File: src/logic/dlfp_regs.vh
// constants for the drive limit and replacement service parameter bank
`ifndef DLFP_REGS_VH
`define DLFP_REGS_VH
// ------------------------------------------------------------
// parameter addresses (fieldbus word addresses)
// ------------------------------------------------------------
`define DLFP_ADDR_QSTP_CUR    16'h110a
`define DLFP_ADDR_HALT_CUR    16'h110c
`define DLFP_ADDR_MOTOR_CUR   16'h1202
`define DLFP_ADDR_SPEED       16'h1204
`define DLFP_ADDR_REPL_EN     16'h1a28
`define DLFP_ADDR_AUTOSAVE    16'h1a2a
`define DLFP_ADDR_PWD_RESET   16'h1a30
// ------------------------------------------------------------
// ranges and reset values
// ------------------------------------------------------------
`define DLFP_MOTOR_CUR_MAX    16'h752f
`define DLFP_SPEED_MAX        16'h3390
`define DLFP_REPL_EN_MAX      16'h0001
`define DLFP_AUTOSAVE_MAX     16'h0005
`define DLFP_PWD_RESET_MAX    16'h0001
`define DLFP_PWD_RESET_CMD    16'h0001
`define DLFP_REPL_EN_RST      16'h0000
`define DLFP_AUTOSAVE_RST     16'h0000
// ------------------------------------------------------------
// autosave timing
// ------------------------------------------------------------
`define DLFP_CLK_HZ           34'h5f5e100
// a minute of cycles needs 33 bits, so the product is built at 34 bits
`define DLFP_MIN_CYCLES       (34'h3c * `DLFP_CLK_HZ)
`define DLFP_PER1_MIN         7'h01
`define DLFP_PER2_MIN         7'h05
`define DLFP_PER3_MIN         7'h0f
`define DLFP_PER4_MIN         7'h1e
`define DLFP_PER5_MIN         7'h3c
// ------------------------------------------------------------
// access channels
// ------------------------------------------------------------
`define DLFP_CH_RTU           2'h0
`endif

File: src/logic/dlfp_bank.v
// fieldbus parameter bank: current and speed limits, replacement service, password reset
// Contract
// - writing 1 to web_password_reset restores the factory web password.
// - after a password reset the next client must set a new password first.
// - web_password_reset is written only over the rtu channel, other channels are refused.
// - autosave 0 is off, 1..5 select 1, 5, 15, 30 and 60 minutes.
// - with the service on and a period set, the configuration is pushed every period.
// - replacement_service_enable is a global 0/1 switch that resets to 0.
// - with a node name and the service on, the configuration is fetched from the server.
// - a received configuration is checked for compatibility before the mode resumes.
// - under the service the network address comes only from the node name.
// - the effective motor current limit is clamped to what motor and power stage permit.
// - quick stop current is held in 0.01 A steps, bounded and defaulted by motor data.
// - halt current is held in 0.01 A steps, bounded by motor data.
// - the motor stops along a ramp or at the quick stop or halt current.
// - every written value takes effect at once.
`timescale 1ns/10ps
`include "dlfp_regs.vh"

module dlfp_bank #(
  parameter [33:0] MIN_CYCLES = `DLFP_MIN_CYCLES,
  parameter [15:0] PWR_STAGE_PEAK = 16'h2710
) (
  input  wire        i_core_clk,
  input  wire        i_nrst,
  input  wire        i_wr,
  input  wire        i_rd,
  input  wire [15:0] i_addr,
  input  wire [15:0] i_wdata,
  input  wire [1:0]  i_channel,
  input  wire [15:0] i_motor_peak_current,
  input  wire [15:0] i_motor_max_speed,
  input  wire        i_node_name_valid,
  input  wire        i_client_new_pwd_set,
  input  wire        i_cfg_received,
  input  wire        i_cfg_compatible,
  input  wire        i_quick_stop_req,
  input  wire        i_halt_req,
  output reg  [15:0] o_rdata,
  output reg         o_ack,
  output reg         o_err,
  output reg         o_pwd_restore,
  output reg         o_pwd_change_required,
  output reg         o_cfg_push,
  output reg         o_cfg_fetch,
  output reg         o_cfg_apply,
  output reg         o_mode_resume,
  output reg         o_addr_by_name_only,
  output reg  [15:0] o_motor_current_eff,
  output reg  [15:0] o_quick_stop_current_eff,
  output reg  [15:0] o_halt_current_eff,
  output reg  [15:0] o_speed_limit_eff,
  output reg  [15:0] o_decel_current,
  output reg         o_decel_at_current
);

  // ------------------------------------------------------------
  // stored parameters
  // ------------------------------------------------------------
  reg  [15:0] motor_cur_r;
  reg  [15:0] qstp_cur_r;
  reg  [15:0] halt_cur_r;
  reg  [15:0] speed_r;
  reg         repl_en_r;
  reg  [2:0]  autosave_r;
  reg         motor_cur_set_r;
  reg         qstp_cur_set_r;
  reg         halt_cur_set_r;
  reg         speed_set_r;
  reg         pwd_pending_r;
  reg         fetch_done_r;
  reg  [6:0]  min_cnt_r;
  reg  [6:0]  period_min;
  reg  [33:0] cyc_cnt_r;
  wire        min_tick;

  // permissible peak: smaller of motor rating and power stage rating
  wire [15:0] perm_max = (i_motor_peak_current < PWR_STAGE_PEAK) ? i_motor_peak_current : PWR_STAGE_PEAK;

  // ------------------------------------------------------------
  // write range check
  // ------------------------------------------------------------
  reg         in_range;
  reg         mapped;
  always @* begin
    in_range = 1'b0;
    mapped = 1'b1;
    case (i_addr)
      `DLFP_ADDR_MOTOR_CUR: in_range = (i_wdata <= `DLFP_MOTOR_CUR_MAX);
      `DLFP_ADDR_QSTP_CUR:  in_range = (i_wdata <= perm_max);
      `DLFP_ADDR_HALT_CUR:  in_range = (i_wdata <= perm_max);
      `DLFP_ADDR_SPEED:     in_range = (i_wdata <= `DLFP_SPEED_MAX);
      `DLFP_ADDR_REPL_EN:   in_range = (i_wdata <= `DLFP_REPL_EN_MAX);
      `DLFP_ADDR_AUTOSAVE:  in_range = (i_wdata <= `DLFP_AUTOSAVE_MAX);
      `DLFP_ADDR_PWD_RESET: in_range = (i_wdata <= `DLFP_PWD_RESET_MAX) &&
                                       (i_channel == `DLFP_CH_RTU);
      default: begin
        mapped = 1'b0;
      end
    endcase
  end

  wire wr_ok = i_wr && mapped && in_range;

  // ------------------------------------------------------------
  // parameter storage, effective at once
  // ------------------------------------------------------------
  always @(posedge i_core_clk or negedge i_nrst) begin
    if (!i_nrst) begin
      motor_cur_r     <= 16'h0000;
      qstp_cur_r      <= 16'h0000;
      halt_cur_r      <= 16'h0000;
      speed_r         <= 16'h0000;
      repl_en_r       <= 1'b0;
      autosave_r      <= 3'h0;
      motor_cur_set_r <= 1'b0;
      qstp_cur_set_r  <= 1'b0;
      halt_cur_set_r  <= 1'b0;
      speed_set_r     <= 1'b0;
    end else if (wr_ok) begin
      case (i_addr)
        `DLFP_ADDR_MOTOR_CUR: begin
          motor_cur_r     <= i_wdata;
          motor_cur_set_r <= 1'b1;
        end
        `DLFP_ADDR_QSTP_CUR: begin
          qstp_cur_r     <= i_wdata;
          qstp_cur_set_r <= 1'b1;
        end
        `DLFP_ADDR_HALT_CUR: begin
          halt_cur_r     <= i_wdata;
          halt_cur_set_r <= 1'b1;
        end
        `DLFP_ADDR_SPEED: begin
          speed_r     <= i_wdata;
          speed_set_r <= 1'b1;
        end
        `DLFP_ADDR_REPL_EN:  repl_en_r  <= i_wdata[0];
        `DLFP_ADDR_AUTOSAVE: autosave_r <= i_wdata[2:0];
        default: begin
          motor_cur_r <= motor_cur_r;
        end
      endcase
    end
  end

  // ------------------------------------------------------------
  // effective limits (motor data may change, so recomputed every cycle)
  // ------------------------------------------------------------
  reg  [15:0] mcur_eff;
  reg  [15:0] qcur_eff;
  reg  [15:0] hcur_eff;
  reg  [15:0] spd_eff;
  always @* begin
    mcur_eff = motor_cur_set_r ? motor_cur_r : i_motor_peak_current;
    if (mcur_eff > perm_max) begin
      mcur_eff = perm_max;
    end
    qcur_eff = qstp_cur_set_r ? qstp_cur_r : perm_max;
    if (qcur_eff > perm_max) begin
      qcur_eff = perm_max;
    end
    hcur_eff = halt_cur_set_r ? halt_cur_r : perm_max;
    if (hcur_eff > perm_max) begin
      hcur_eff = perm_max;
    end
    spd_eff = speed_set_r ? speed_r : i_motor_max_speed;
    if (spd_eff > i_motor_max_speed) begin
      spd_eff = i_motor_max_speed;
    end
  end

  // ------------------------------------------------------------
  // register read and bus answer
  // ------------------------------------------------------------
  reg [15:0] rd_mux;
  always @* begin
    case (i_addr)
      `DLFP_ADDR_MOTOR_CUR: rd_mux = motor_cur_set_r ? motor_cur_r : mcur_eff;
      `DLFP_ADDR_QSTP_CUR:  rd_mux = qcur_eff;
      `DLFP_ADDR_HALT_CUR:  rd_mux = hcur_eff;
      `DLFP_ADDR_SPEED:     rd_mux = speed_set_r ? speed_r : spd_eff;
      `DLFP_ADDR_REPL_EN:   rd_mux = {15'h0000, repl_en_r};
      `DLFP_ADDR_AUTOSAVE:  rd_mux = {13'h0000, autosave_r};
      default:              rd_mux = 16'h0000;
    endcase
  end

  always @(posedge i_core_clk or negedge i_nrst) begin
    if (!i_nrst) begin
      o_rdata <= 16'h0000;
      o_ack   <= 1'b0;
      o_err   <= 1'b0;
    end else begin
      o_ack   <= wr_ok || (i_rd && mapped);
      o_err   <= (i_wr && !wr_ok) || (i_rd && !mapped);
      o_rdata <= i_rd ? rd_mux : 16'h0000;
    end
  end

  // ------------------------------------------------------------
  // web password reset
  // ------------------------------------------------------------
  wire pwd_cmd = wr_ok && (i_addr == `DLFP_ADDR_PWD_RESET) &&
                 (i_wdata == `DLFP_PWD_RESET_CMD);
  always @(posedge i_core_clk or negedge i_nrst) begin
    if (!i_nrst) begin
      o_pwd_restore         <= 1'b0;
      pwd_pending_r         <= 1'b0;
      o_pwd_change_required <= 1'b0;
    end else begin
      o_pwd_restore <= pwd_cmd;
      // a new reset in the same cycle as the client update wins
      if (pwd_cmd) begin
        pwd_pending_r <= 1'b1;
      end else if (i_client_new_pwd_set) begin
        pwd_pending_r <= 1'b0;
      end
      o_pwd_change_required <= pwd_cmd || (pwd_pending_r && !i_client_new_pwd_set);
    end
  end

  // ------------------------------------------------------------
  // autosave timer: one-minute enable, then minute count
  // ------------------------------------------------------------
  always @* begin
    case (autosave_r)
      3'h1:    period_min = `DLFP_PER1_MIN;
      3'h2:    period_min = `DLFP_PER2_MIN;
      3'h3:    period_min = `DLFP_PER3_MIN;
      3'h4:    period_min = `DLFP_PER4_MIN;
      3'h5:    period_min = `DLFP_PER5_MIN;
      default: period_min = 7'h00;
    endcase
  end

  wire autosave_on = repl_en_r && (period_min != 7'h00);
  assign min_tick = (cyc_cnt_r == (MIN_CYCLES - 34'h1));

  always @(posedge i_core_clk or negedge i_nrst) begin
    if (!i_nrst) begin
      cyc_cnt_r  <= 34'h000000000;
      min_cnt_r  <= 7'h00;
      o_cfg_push <= 1'b0;
    end else begin
      o_cfg_push <= 1'b0;
      // changing period or switching off restarts the interval
      if (!autosave_on || (wr_ok && (i_addr == `DLFP_ADDR_AUTOSAVE))) begin
        cyc_cnt_r <= 34'h000000000;
        min_cnt_r <= 7'h00;
      end else if (min_tick) begin
        cyc_cnt_r <= 34'h000000000;
        if (min_cnt_r == period_min - 7'h01) begin
          min_cnt_r  <= 7'h00;
          o_cfg_push <= 1'b1;
        end else begin
          min_cnt_r <= min_cnt_r + 7'h01;
        end
      end else begin
        cyc_cnt_r <= cyc_cnt_r + 34'h000000001;
      end
    end
  end

  // ------------------------------------------------------------
  // configuration fetch and apply
  // ------------------------------------------------------------
  always @(posedge i_core_clk or negedge i_nrst) begin
    if (!i_nrst) begin
      fetch_done_r        <= 1'b0;
      o_cfg_fetch         <= 1'b0;
      o_cfg_apply         <= 1'b0;
      o_mode_resume       <= 1'b0;
      o_addr_by_name_only <= 1'b0;
    end else begin
      o_addr_by_name_only <= repl_en_r;
      o_cfg_fetch <= repl_en_r && i_node_name_valid && !fetch_done_r;
      if (!repl_en_r || !i_node_name_valid) begin
        fetch_done_r <= 1'b0;
      end else if (i_cfg_received) begin
        fetch_done_r <= 1'b1;
      end
      o_cfg_apply   <= i_cfg_received && i_cfg_compatible;
      o_mode_resume <= i_cfg_received && i_cfg_compatible;
    end
  end

  // ------------------------------------------------------------
  // limit outputs and deceleration selection
  // ------------------------------------------------------------
  always @(posedge i_core_clk or negedge i_nrst) begin
    if (!i_nrst) begin
      o_motor_current_eff      <= 16'h0000;
      o_quick_stop_current_eff <= 16'h0000;
      o_halt_current_eff       <= 16'h0000;
      o_speed_limit_eff        <= 16'h0000;
      o_decel_current          <= 16'h0000;
      o_decel_at_current       <= 1'b0;
    end else begin
      o_motor_current_eff      <= mcur_eff;
      o_quick_stop_current_eff <= qcur_eff;
      o_halt_current_eff       <= hcur_eff;
      o_speed_limit_eff        <= spd_eff;
      // quick stop takes priority over halt; with neither request, ramp deceleration
      o_decel_at_current <= i_quick_stop_req || i_halt_req;
      o_decel_current    <= i_quick_stop_req ? qcur_eff :
                            (i_halt_req ? hcur_eff : 16'h0000);
    end
  end

endmodule

File: config.mk
export PLATFORM = sky130hd
export DESIGN_NAME = dlfp_bank
export DESIGN_NICKNAME = d
export VERILOG_FILES = /design/src/logic/dlfp_bank.v
export VERILOG_INCLUDE_DIRS = /design/src /design/src/logic
export SDC_FILE = /design/constraint.sdc
export NUM_CORES = 1
export LEC_CHECK = 0
export ABC_CLOCK_PERIOD_IN_PS = 4100
export BUFFER_PORTS_ARGS = -buffer_cell sky130_fd_sc_hd__buf_2
export CAP_MARGIN = 40
export CORE_UTILIZATION = 40
export CTS_CLUSTER_SIZE = 14
export DETAILED_ROUTE_END_ITERATION = 8
export SLEW_MARGIN = 20
export SYNTH_ARGS = -nofsm -noshare
export SYNTH_HDL_FRONTEND = slang
export SYNTH_SLANG_ARGS = --single-unit
File: constraint.sdc
create_clock -name i_core_clk -period 4.1 [get_ports i_core_clk]
set_clock_uncertainty 0.1 [all_clocks]
set_input_delay 0.41 -clock i_core_clk [delete_from_list [all_inputs] [get_ports i_core_clk]]
set_output_delay 0.41 -clock i_core_clk [all_outputs]
set_load 0.02 [all_outputs]
==> results of run 1 <==
[registers in the layout, indices dropped and copies added (netlist names), 3 cells and up]
register,flops
o_motor_current_eff,16
motor_cur_r,16
cyc_cnt_r,34
qstp_cur_r,16
o_decel_current,16
o_speed_limit_eff,16
o_rdata,16
speed_r,16
o_halt_current_eff,16
o_quick_stop_current_eff,16
halt_cur_r,16
autosave_r,3
min_cnt_r,7
[layer usage]
| metal | vias to the layer above | track usage |
|---|---|---|
| met1 | 5701 | 0.3409 |
| met2 | 344 | 0.4121 |
| met5 | - | 0 |
| met4 | 0 | 0.06924 |
| li1 | 5519 | - |
| met3 | 64 | 0.03412 |
[final timing paths]
check                      cells past startpoint      endpoint
max                                           21    o_rdata[4]
min                                            3         o_ack
max reg2reg                                   15   o_rdata[13]
min reg2reg                                    1   o_cfg_fetch
max in group asynchronous                      3  cyc_cnt_r[6]
min in group asynchronous                      2  cyc_cnt_r[4]
[cell families (layout without fill, tap and decap cells)]
| kind of cell | Yosys count | in the layout | synth area share |
|---|---|---|---|
| fa+ha+maj | 74 | 74 | 0.07113 |
| xor+xnor | 44 | 44 | 0.02961 |
| compound gates | 301 | 301 | 0.1638 |
| buf+inv | 123 | 471 | 0.03778 |
| simple gates | 475 | 475 | 0.1858 |
| mux | 102 | 102 | 0.08863 |
| other cells | 1 | 8 | 0.0002881 |
| flops | 220 | 220 | 0.4230 |
[critical path: stages]
cell,delay [ns]
buf_2,0.11
or4_4,0.55
a211oi_2,0.24
buf_4,0.20
nand2b_1,0.09
inv_2,0.10
nand2_1,0.06
o21ai_0,0.13
inv_1,0.08
ha_1,0.29
nand4_1,0.13
nor4_1,0.30
buf_4,0.18
nand4_1,0.09
nand2_1,0.13
o31ai_2,0.06
buf_4,0.19
mux2i_1,0.36
a211oi_1,0.13
buf_4,0.17
a21oi_1,0.16
[Yosys cell counts, drive strengths merged, types with 24 or more instances]
cell    count
xor2       26
nand2b     25
nand4      29
inv        66
nor2      132
nand2     108
o21ai      68
nand3      36
ha         74
dfrtp     220
mux2       79
a211oi     26
nor4       24
clkbuf     43
a21oi      67
[timing repair]
action,CTS,global route
hold endpoints to repair,103,0
hold buffers,8,0
endpoints found under the setup margin,0,0
setup buffers,0,0
[power by group through the flow]
stage          registers (mW)  logic [mW]  clock network [mW]
5_1_grt                  2.24       0.822                2.59
3_5_place_dp             2.28       0.743                   0
3_3_place_gp             2.28       0.733                   0
4_1_cts                  2.24       0.752                2.52
2_1_floorplan            2.36       0.300                   0
6_report                 2.24       0.755                2.46
[per-stage QoR]
step | setup WS, ns | hold slack [ns] | instances | TNS, ns
after global routing | 0.05048 | 0.06969 | 2130 | 0
after global placement | -0.1270 | 0.3078 | 2068 | -0.8699
after CTS | 0.3868 | 0.02526 | 2128 | 0
after floorplan | 0.01472 | 0.01441 | 1347 | 0
after detailed placement | -0.1680 | 0.3161 | 2070 | -3.107
final | 0.2939 | 0.04983 | 2130 | 0
[cells in the final DEF (no fill, tap or decap), types with 10 or more instances in the layout]
| master | synthesis | layout |
|---|---|---|
| dfrtp_1 | 220 | 220 |
| buf_2 | 6 | 181 |
| buf_4 | 4 | 158 |
| nor2_1 | 131 | 131 |
| nand2_1 | 108 | 106 |
| ha_1 | 74 | 74 |
| mux2_2 | 67 | 66 |
| a21oi_1 | 65 | 65 |
| inv_1 | 63 | 62 |
| o21ai_0 | 61 | 61 |
| nand3_1 | 36 | 36 |
| nand4_1 | 28 | 28 |
| clkbuf_16 | 0 | 27 |
| xor2_1 | 26 | 26 |
| nand2b_1 | 25 | 25 |
| a211oi_1 | 24 | 24 |
| mux2i_1 | 23 | 23 |
| nor3_1 | 23 | 23 |
| and2_1 | 22 | 22 |
| nor4_1 | 22 | 22 |
| xnor2_1 | 18 | 18 |
| o21a_1 | 17 | 17 |
| a21o_1 | 17 | 17 |
| a22o_1 | 17 | 17 |
| and3_1 | 15 | 15 |
| a31oi_1 | 14 | 14 |
| o211ai_1 | 13 | 13 |
| or3_1 | 10 | 10 |
| mux2_4 | 9 | 10 |
[cell type report]
class,instances,area [µm²],area share
clock inverters,12,168.9,0.01018
well taps,435,544.3,0.03281
repair buffers,354,2298,0.1386
inverters,67,251.5,0.01516
multi-input cells,1004,7073,0.4264
flip-flops and latches,220,5505,0.3319
clock buffers,38,747.0,0.04503
==> results.sh, run 1 <==
export IMPL_antenna_left=0
export IMPL_reg2reg_setup_slack_ns=0.47
export IMPL_nFillCells=2928
export IMPL_num_nets_final=1824
export IMPL_arrival_ns=4.15
export IMPL_cts_sinks=220
export IMPL_place_congestion=0.9422
export IMPL_route_met3_wl_um=2349
export IMPL_intPower_mw=4.034
export IMPL_clock_latency_ns=0.55
export IMPL_ctsRootBufferMaster="clkbuf_16"
export IMPL_r2r_start="motor_cur_set_r"
export IMPL_synth_edf_count=0
export IMPL_netlist_top_cells_area="dfrtp_1 42%, ha_1 7.1%, mux2_2 5.8%"
export IMPL_ys_warn_count=0
export IMPL_drt_first_pass_iters=5
export IMPL_async_flop_share=1.000
export IMPL_num_vias=11630
export IMPL_grt_max_degree=104
export IMPL_antenna_cells=0
export IMPL_via_per_inst=5.459
export IMPL_fin_util=0.5217
export IMPL_drv_slew=0
export IMPL_clkPwrFrac=0.451
export IMPL_seq_power_share=0.411
export IMPL_cts_max_level=1
export IMPL_cts_tree="built"
export IMPL_hold_viol=0
export IMPL_placed_area_um2=15580
export IMPL_synth_seq_area_share=0.4230
export IMPL_syn_to_final_growth_pct=27.44
export IMPL_power_switching_share=0.2606
export IMPL_ys_types=91
export IMPL_drtIter0Drc=867
export IMPL_grt_pass1_wl_um=64180
export IMPL_path_class="primary input to register"
export IMPL_wl_per_cell_um=19.47
export IMPL_combinationalPowerShare=0.138
export IMPL_power_mw=5.455
export IMPL_die_area_um2=33270
export IMPL_synthCells=1340
export IMPL_met2WireLength_um=19250
export IMPL_synth_top_area_share=0.4230
export IMPL_highest_layer="met4"
export IMPL_crit_path_start_kind="primary input"
export IMPL_dp_hpwl_um=31780
export IMPL_min_from="i_rd"
export IMPL_cts_buffers=27
export IMPL_setup_viol=0
export IMPL_overflow=0
export IMPL_grt_pass1_vias=11440
export IMPL_avgSynthCellArea_um2=9.714
export IMPL_cp_end_kind="register"
export IMPL_slew_headroom=0.4480
export IMPL_mappedNetlistArea_um2=13020
export IMPL_initial_core_util=0.4093
export IMPL_startpoint="i_motor_peak_current[7]"
export IMPL_port_buffers=181
export IMPL_clkTransAtPathRegs_ns=0.06
export IMPL_met1Wirelength_um=18770
export IMPL_outcome="finished clean"
export IMPL_cp_required_ns=4.44
export IMPL_synthFlopType="dfrtp_1"
export IMPL_p_leak_nw=8.153
export IMPL_p_sw_mw=1.422
export IMPL_rows=65
export IMPL_timing_final_crit_share=0.9283
export IMPL_rsz0062_at_grt="false"
export IMPL_synth_seq_cells=220
export IMPL_worstPathMaxFanout=7
export IMPL_drive_gt1_frac=0.2991
export IMPL_wl_um=41470
export IMPL_powerDensity_nw_per_um2=328.9
export IMPL_finalCriticalPeriod_ns=3.806
export IMPL_drc=0
export IMPL_maxCapViolations=0
export IMPL_fin_area_um2=16590
export IMPL_grt_util_all_layers=0.2491
export IMPL_cts_resized=0
export IMPL_yosys_area_top_type="dfrtp_1"
export IMPL_fp_coreArea_um2=31800
export IMPL_clockBufferDepth=3
export IMPL_fmax_mhz=262.7
export IMPL_antenna_found_initial=0
export IMPL_die_y_um=182.4
export IMPL_worstMarginPinSlew_ns=0.8280
export IMPL_num_io_pins=182
export IMPL_hp_class="primary input to register"
export IMPL_die_x_um=182.4
export IMPL_vdd_ir_drop_max_mv=0.3004
Note: power is estimated with default switching activity, not from simulation.
==> inputs of run 2 (changes only) <==
--- a/config.mk
+++ b/config.mk
@@ -9,6 +9,7 @@
 export ABC_CLOCK_PERIOD_IN_PS = 4100
 export BUFFER_PORTS_ARGS = -buffer_cell sky130_fd_sc_hd__buf_2
 export CAP_MARGIN = 40
+export CORE_MARGIN = 2
 export CORE_UTILIZATION = 40
 export CTS_CLUSTER_SIZE = 14
 export DETAILED_ROUTE_END_ITERATION = 8
==> results.sh, run 2 (synthesis results as in run 1) <==
export IMPL_outcome="finished clean"
export IMPL_wl_um=40650
export IMPL_die_area_um2=34000
export IMPL_drtIter0Drc=773
export IMPL_cts_tree="built"
export IMPL_cp_required_ns=4.38
export IMPL_stdcell_count=2122
export IMPL_clockBufferDepth=3
export IMPL_overflow=0
export IMPL_cts_sinks=220
export IMPL_antenna_found_initial=1
export IMPL_grt_pass1_vias=11430
export IMPL_timing_final_crit_share=0.9264
export IMPL_path_buf_inv=6
export IMPL_via_per_inst=5.456
export IMPL_wl_per_cell_um=19.15
export IMPL_crit_top_cell="buf_4"
export IMPL_fmax_mhz=263.3
export IMPL_drc=0
export IMPL_syn_to_final_growth_pct=27.13
export IMPL_dp_hpwl_um=30820
export IMPL_p_sw_mw=1.422
export IMPL_cts_buffers=26
export IMPL_crit_path_max_incr_delay_ns=0.54
export IMPL_largest_reg_flops=34
export IMPL_die_x_um=184.4
export IMPL_placed_area_um2=15540
export IMPL_crit_path_start_kind="primary input"
export IMPL_crit_chain="buf_2, or4_4, a211oi_2, buf_4, nand2_1, buf_4, o21a_1, inv_1, ha_1, nand4_1, nor4_1, buf_4, o221a_2, o31ai_2, buf_4, mux2_2, a211oi_1, a21oi_1"
export IMPL_pre_cts_ws_ns=-0.2325
export IMPL_die_y_um=184.4
export IMPL_final_setup_tns_ns=0
export IMPL_fin_util=0.5125
export IMPL_hold_viol=0
export IMPL_rows=66
export IMPL_ctsRootBufferMaster="clkbuf_16"
export IMPL_intPower_mw=4.065
export IMPL_num_io_pins=182
export IMPL_fp_coreArea_um2=32290
export IMPL_setup_viol=0
export IMPL_largest_register="cyc_cnt_r"
export IMPL_critPathTopFamily="compound AO/OA/AOI/OAI gates"
export IMPL_initial_core_util=0.4031
export IMPL_worstMarginPinSlew_ns=0.8158
export IMPL_nFillCells=3028
export IMPL_fin_area_um2=16550
export IMPL_hp_class="primary input to register"
export IMPL_arrival_ns=4.08
export IMPL_drive_gt1_frac=0.2936
export IMPL_grt_max_degree=96
export IMPL_num_nets_final=1810
export IMPL_port_buffers=181
export IMPL_drt_first_pass_iters=5
export IMPL_vdd_ir_drop_max_mv=0.3233
export IMPL_slew_headroom=0.4550
export IMPL_place_congestion=0.9629
export IMPL_antenna_left=0
export IMPL_powerDensity_nw_per_um2=331.6
export IMPL_rsz0062_at_grt="false"
export IMPL_p_leak_nw=8.115
export IMPL_final_cell_mix="220 x dfrtp_1, 180 x buf_2, 144 x buf_4"
export IMPL_placed_cells=2066
export IMPL_clkPwrFrac=0.455
export IMPL_critPathSlowestCell="or4_4"
export IMPL_num_vias=11580
export IMPL_grt_pass1_wl_um=63240
export IMPL_clock_latency_ns=0.55
export IMPL_path_class="primary input to register"
export IMPL_power_switching_share=0.2591
export IMPL_seq_power_share=0.409
export IMPL_grt_util_all_layers=0.2406
export IMPL_maxCapViolations=0
export IMPL_cp_end_kind="register"
export IMPL_worstPathMaxFanout=7
export IMPL_clkTransAtPathRegs_ns=0.06
export IMPL_timing_final_ws_setup_ns=0.3019
export IMPL_drv_slew=0
export IMPL_combinationalPowerShare=0.137
export IMPL_cts_max_level=1
export IMPL_layout_commonest_cell="dfrtp_1"
export IMPL_finalCriticalPeriod_ns=3.798
## run 2: power by group through the flow
stage	Clock, mW	Combinational, mW	Sequential (mW)
after floorplan	0	0.300	2.36
after global placement	0	0.730	2.28
after detailed placement	0	0.740	2.28
after CTS	2.54	0.751	2.24
after global routing	2.64	0.819	2.25
final	2.49	0.750	2.24
## run 2: timing repair
item | CTS | global route
gates resized for setup | 0 | 1
endpoints found under the hold margin | 98 | 0
buffers inserted | 0 | 0
hold buffers | 8 | 0
setup endpoints to repair | 0 | 1
## run 2: through the flow
step                power [mW]  hold WS, ns
finish                   5.486      0.03754
global route             5.704      0.05349
CTS                      5.534      0.03075
detailed placement       3.021       0.3365
global placement         3.011       0.3072
floorplan                2.656      0.01441
## run 2: tightest hold or removal path, stage by stage
cell     delay (ns)
buf_2          0.13
nand2_1        0.05
mux2i_1        0.06
## run 2: worst paths after layout
check,cells after the start,startpoint,endpoint,slack [ns]
worst max register to register,13,motor_cur_set_r,o_rdata[13],0.31
max in group asynchronous,3,i_nrst,o_speed_limit_eff[13],2.57
worst min-delay path,3,i_rd,o_err,0.04
worst min register to register,1,fetch_done_r,o_cfg_fetch,0.35
min in group asynchronous,2,i_nrst,cyc_cnt_r[16],0.36
worst max-delay path,18,i_motor_peak_current[7],o_rdata[13],0.30
## run 2: layer usage
layer / share of wire / wire, µm / global-route usage / up-vias
li1: - / - / - / 5510
met5: 0 / 0 / 0 / -
met3: 0.062 / 2514 / 0.03557 / 83
met1: 0.45 / 18130 / 0.3308 / 5612
met4: 0.038 / 1546 / 0.08928 / 0
met2: 0.45 / 18460 / 0.3848 / 372
## run 2: cell type report
cell class	count	area [µm²]	share of cell area
diodes	1	2.502	0.0001512
clock buffers	35	724.4	0.04378
inverters	67	251.5	0.01520
repair buffers	341	2237	0.1352
multi-input cells	1004	7071	0.4273
clock inverters	12	202.7	0.01225
well taps	442	553.0	0.03342
flip-flops and latches	220	5505	0.3327
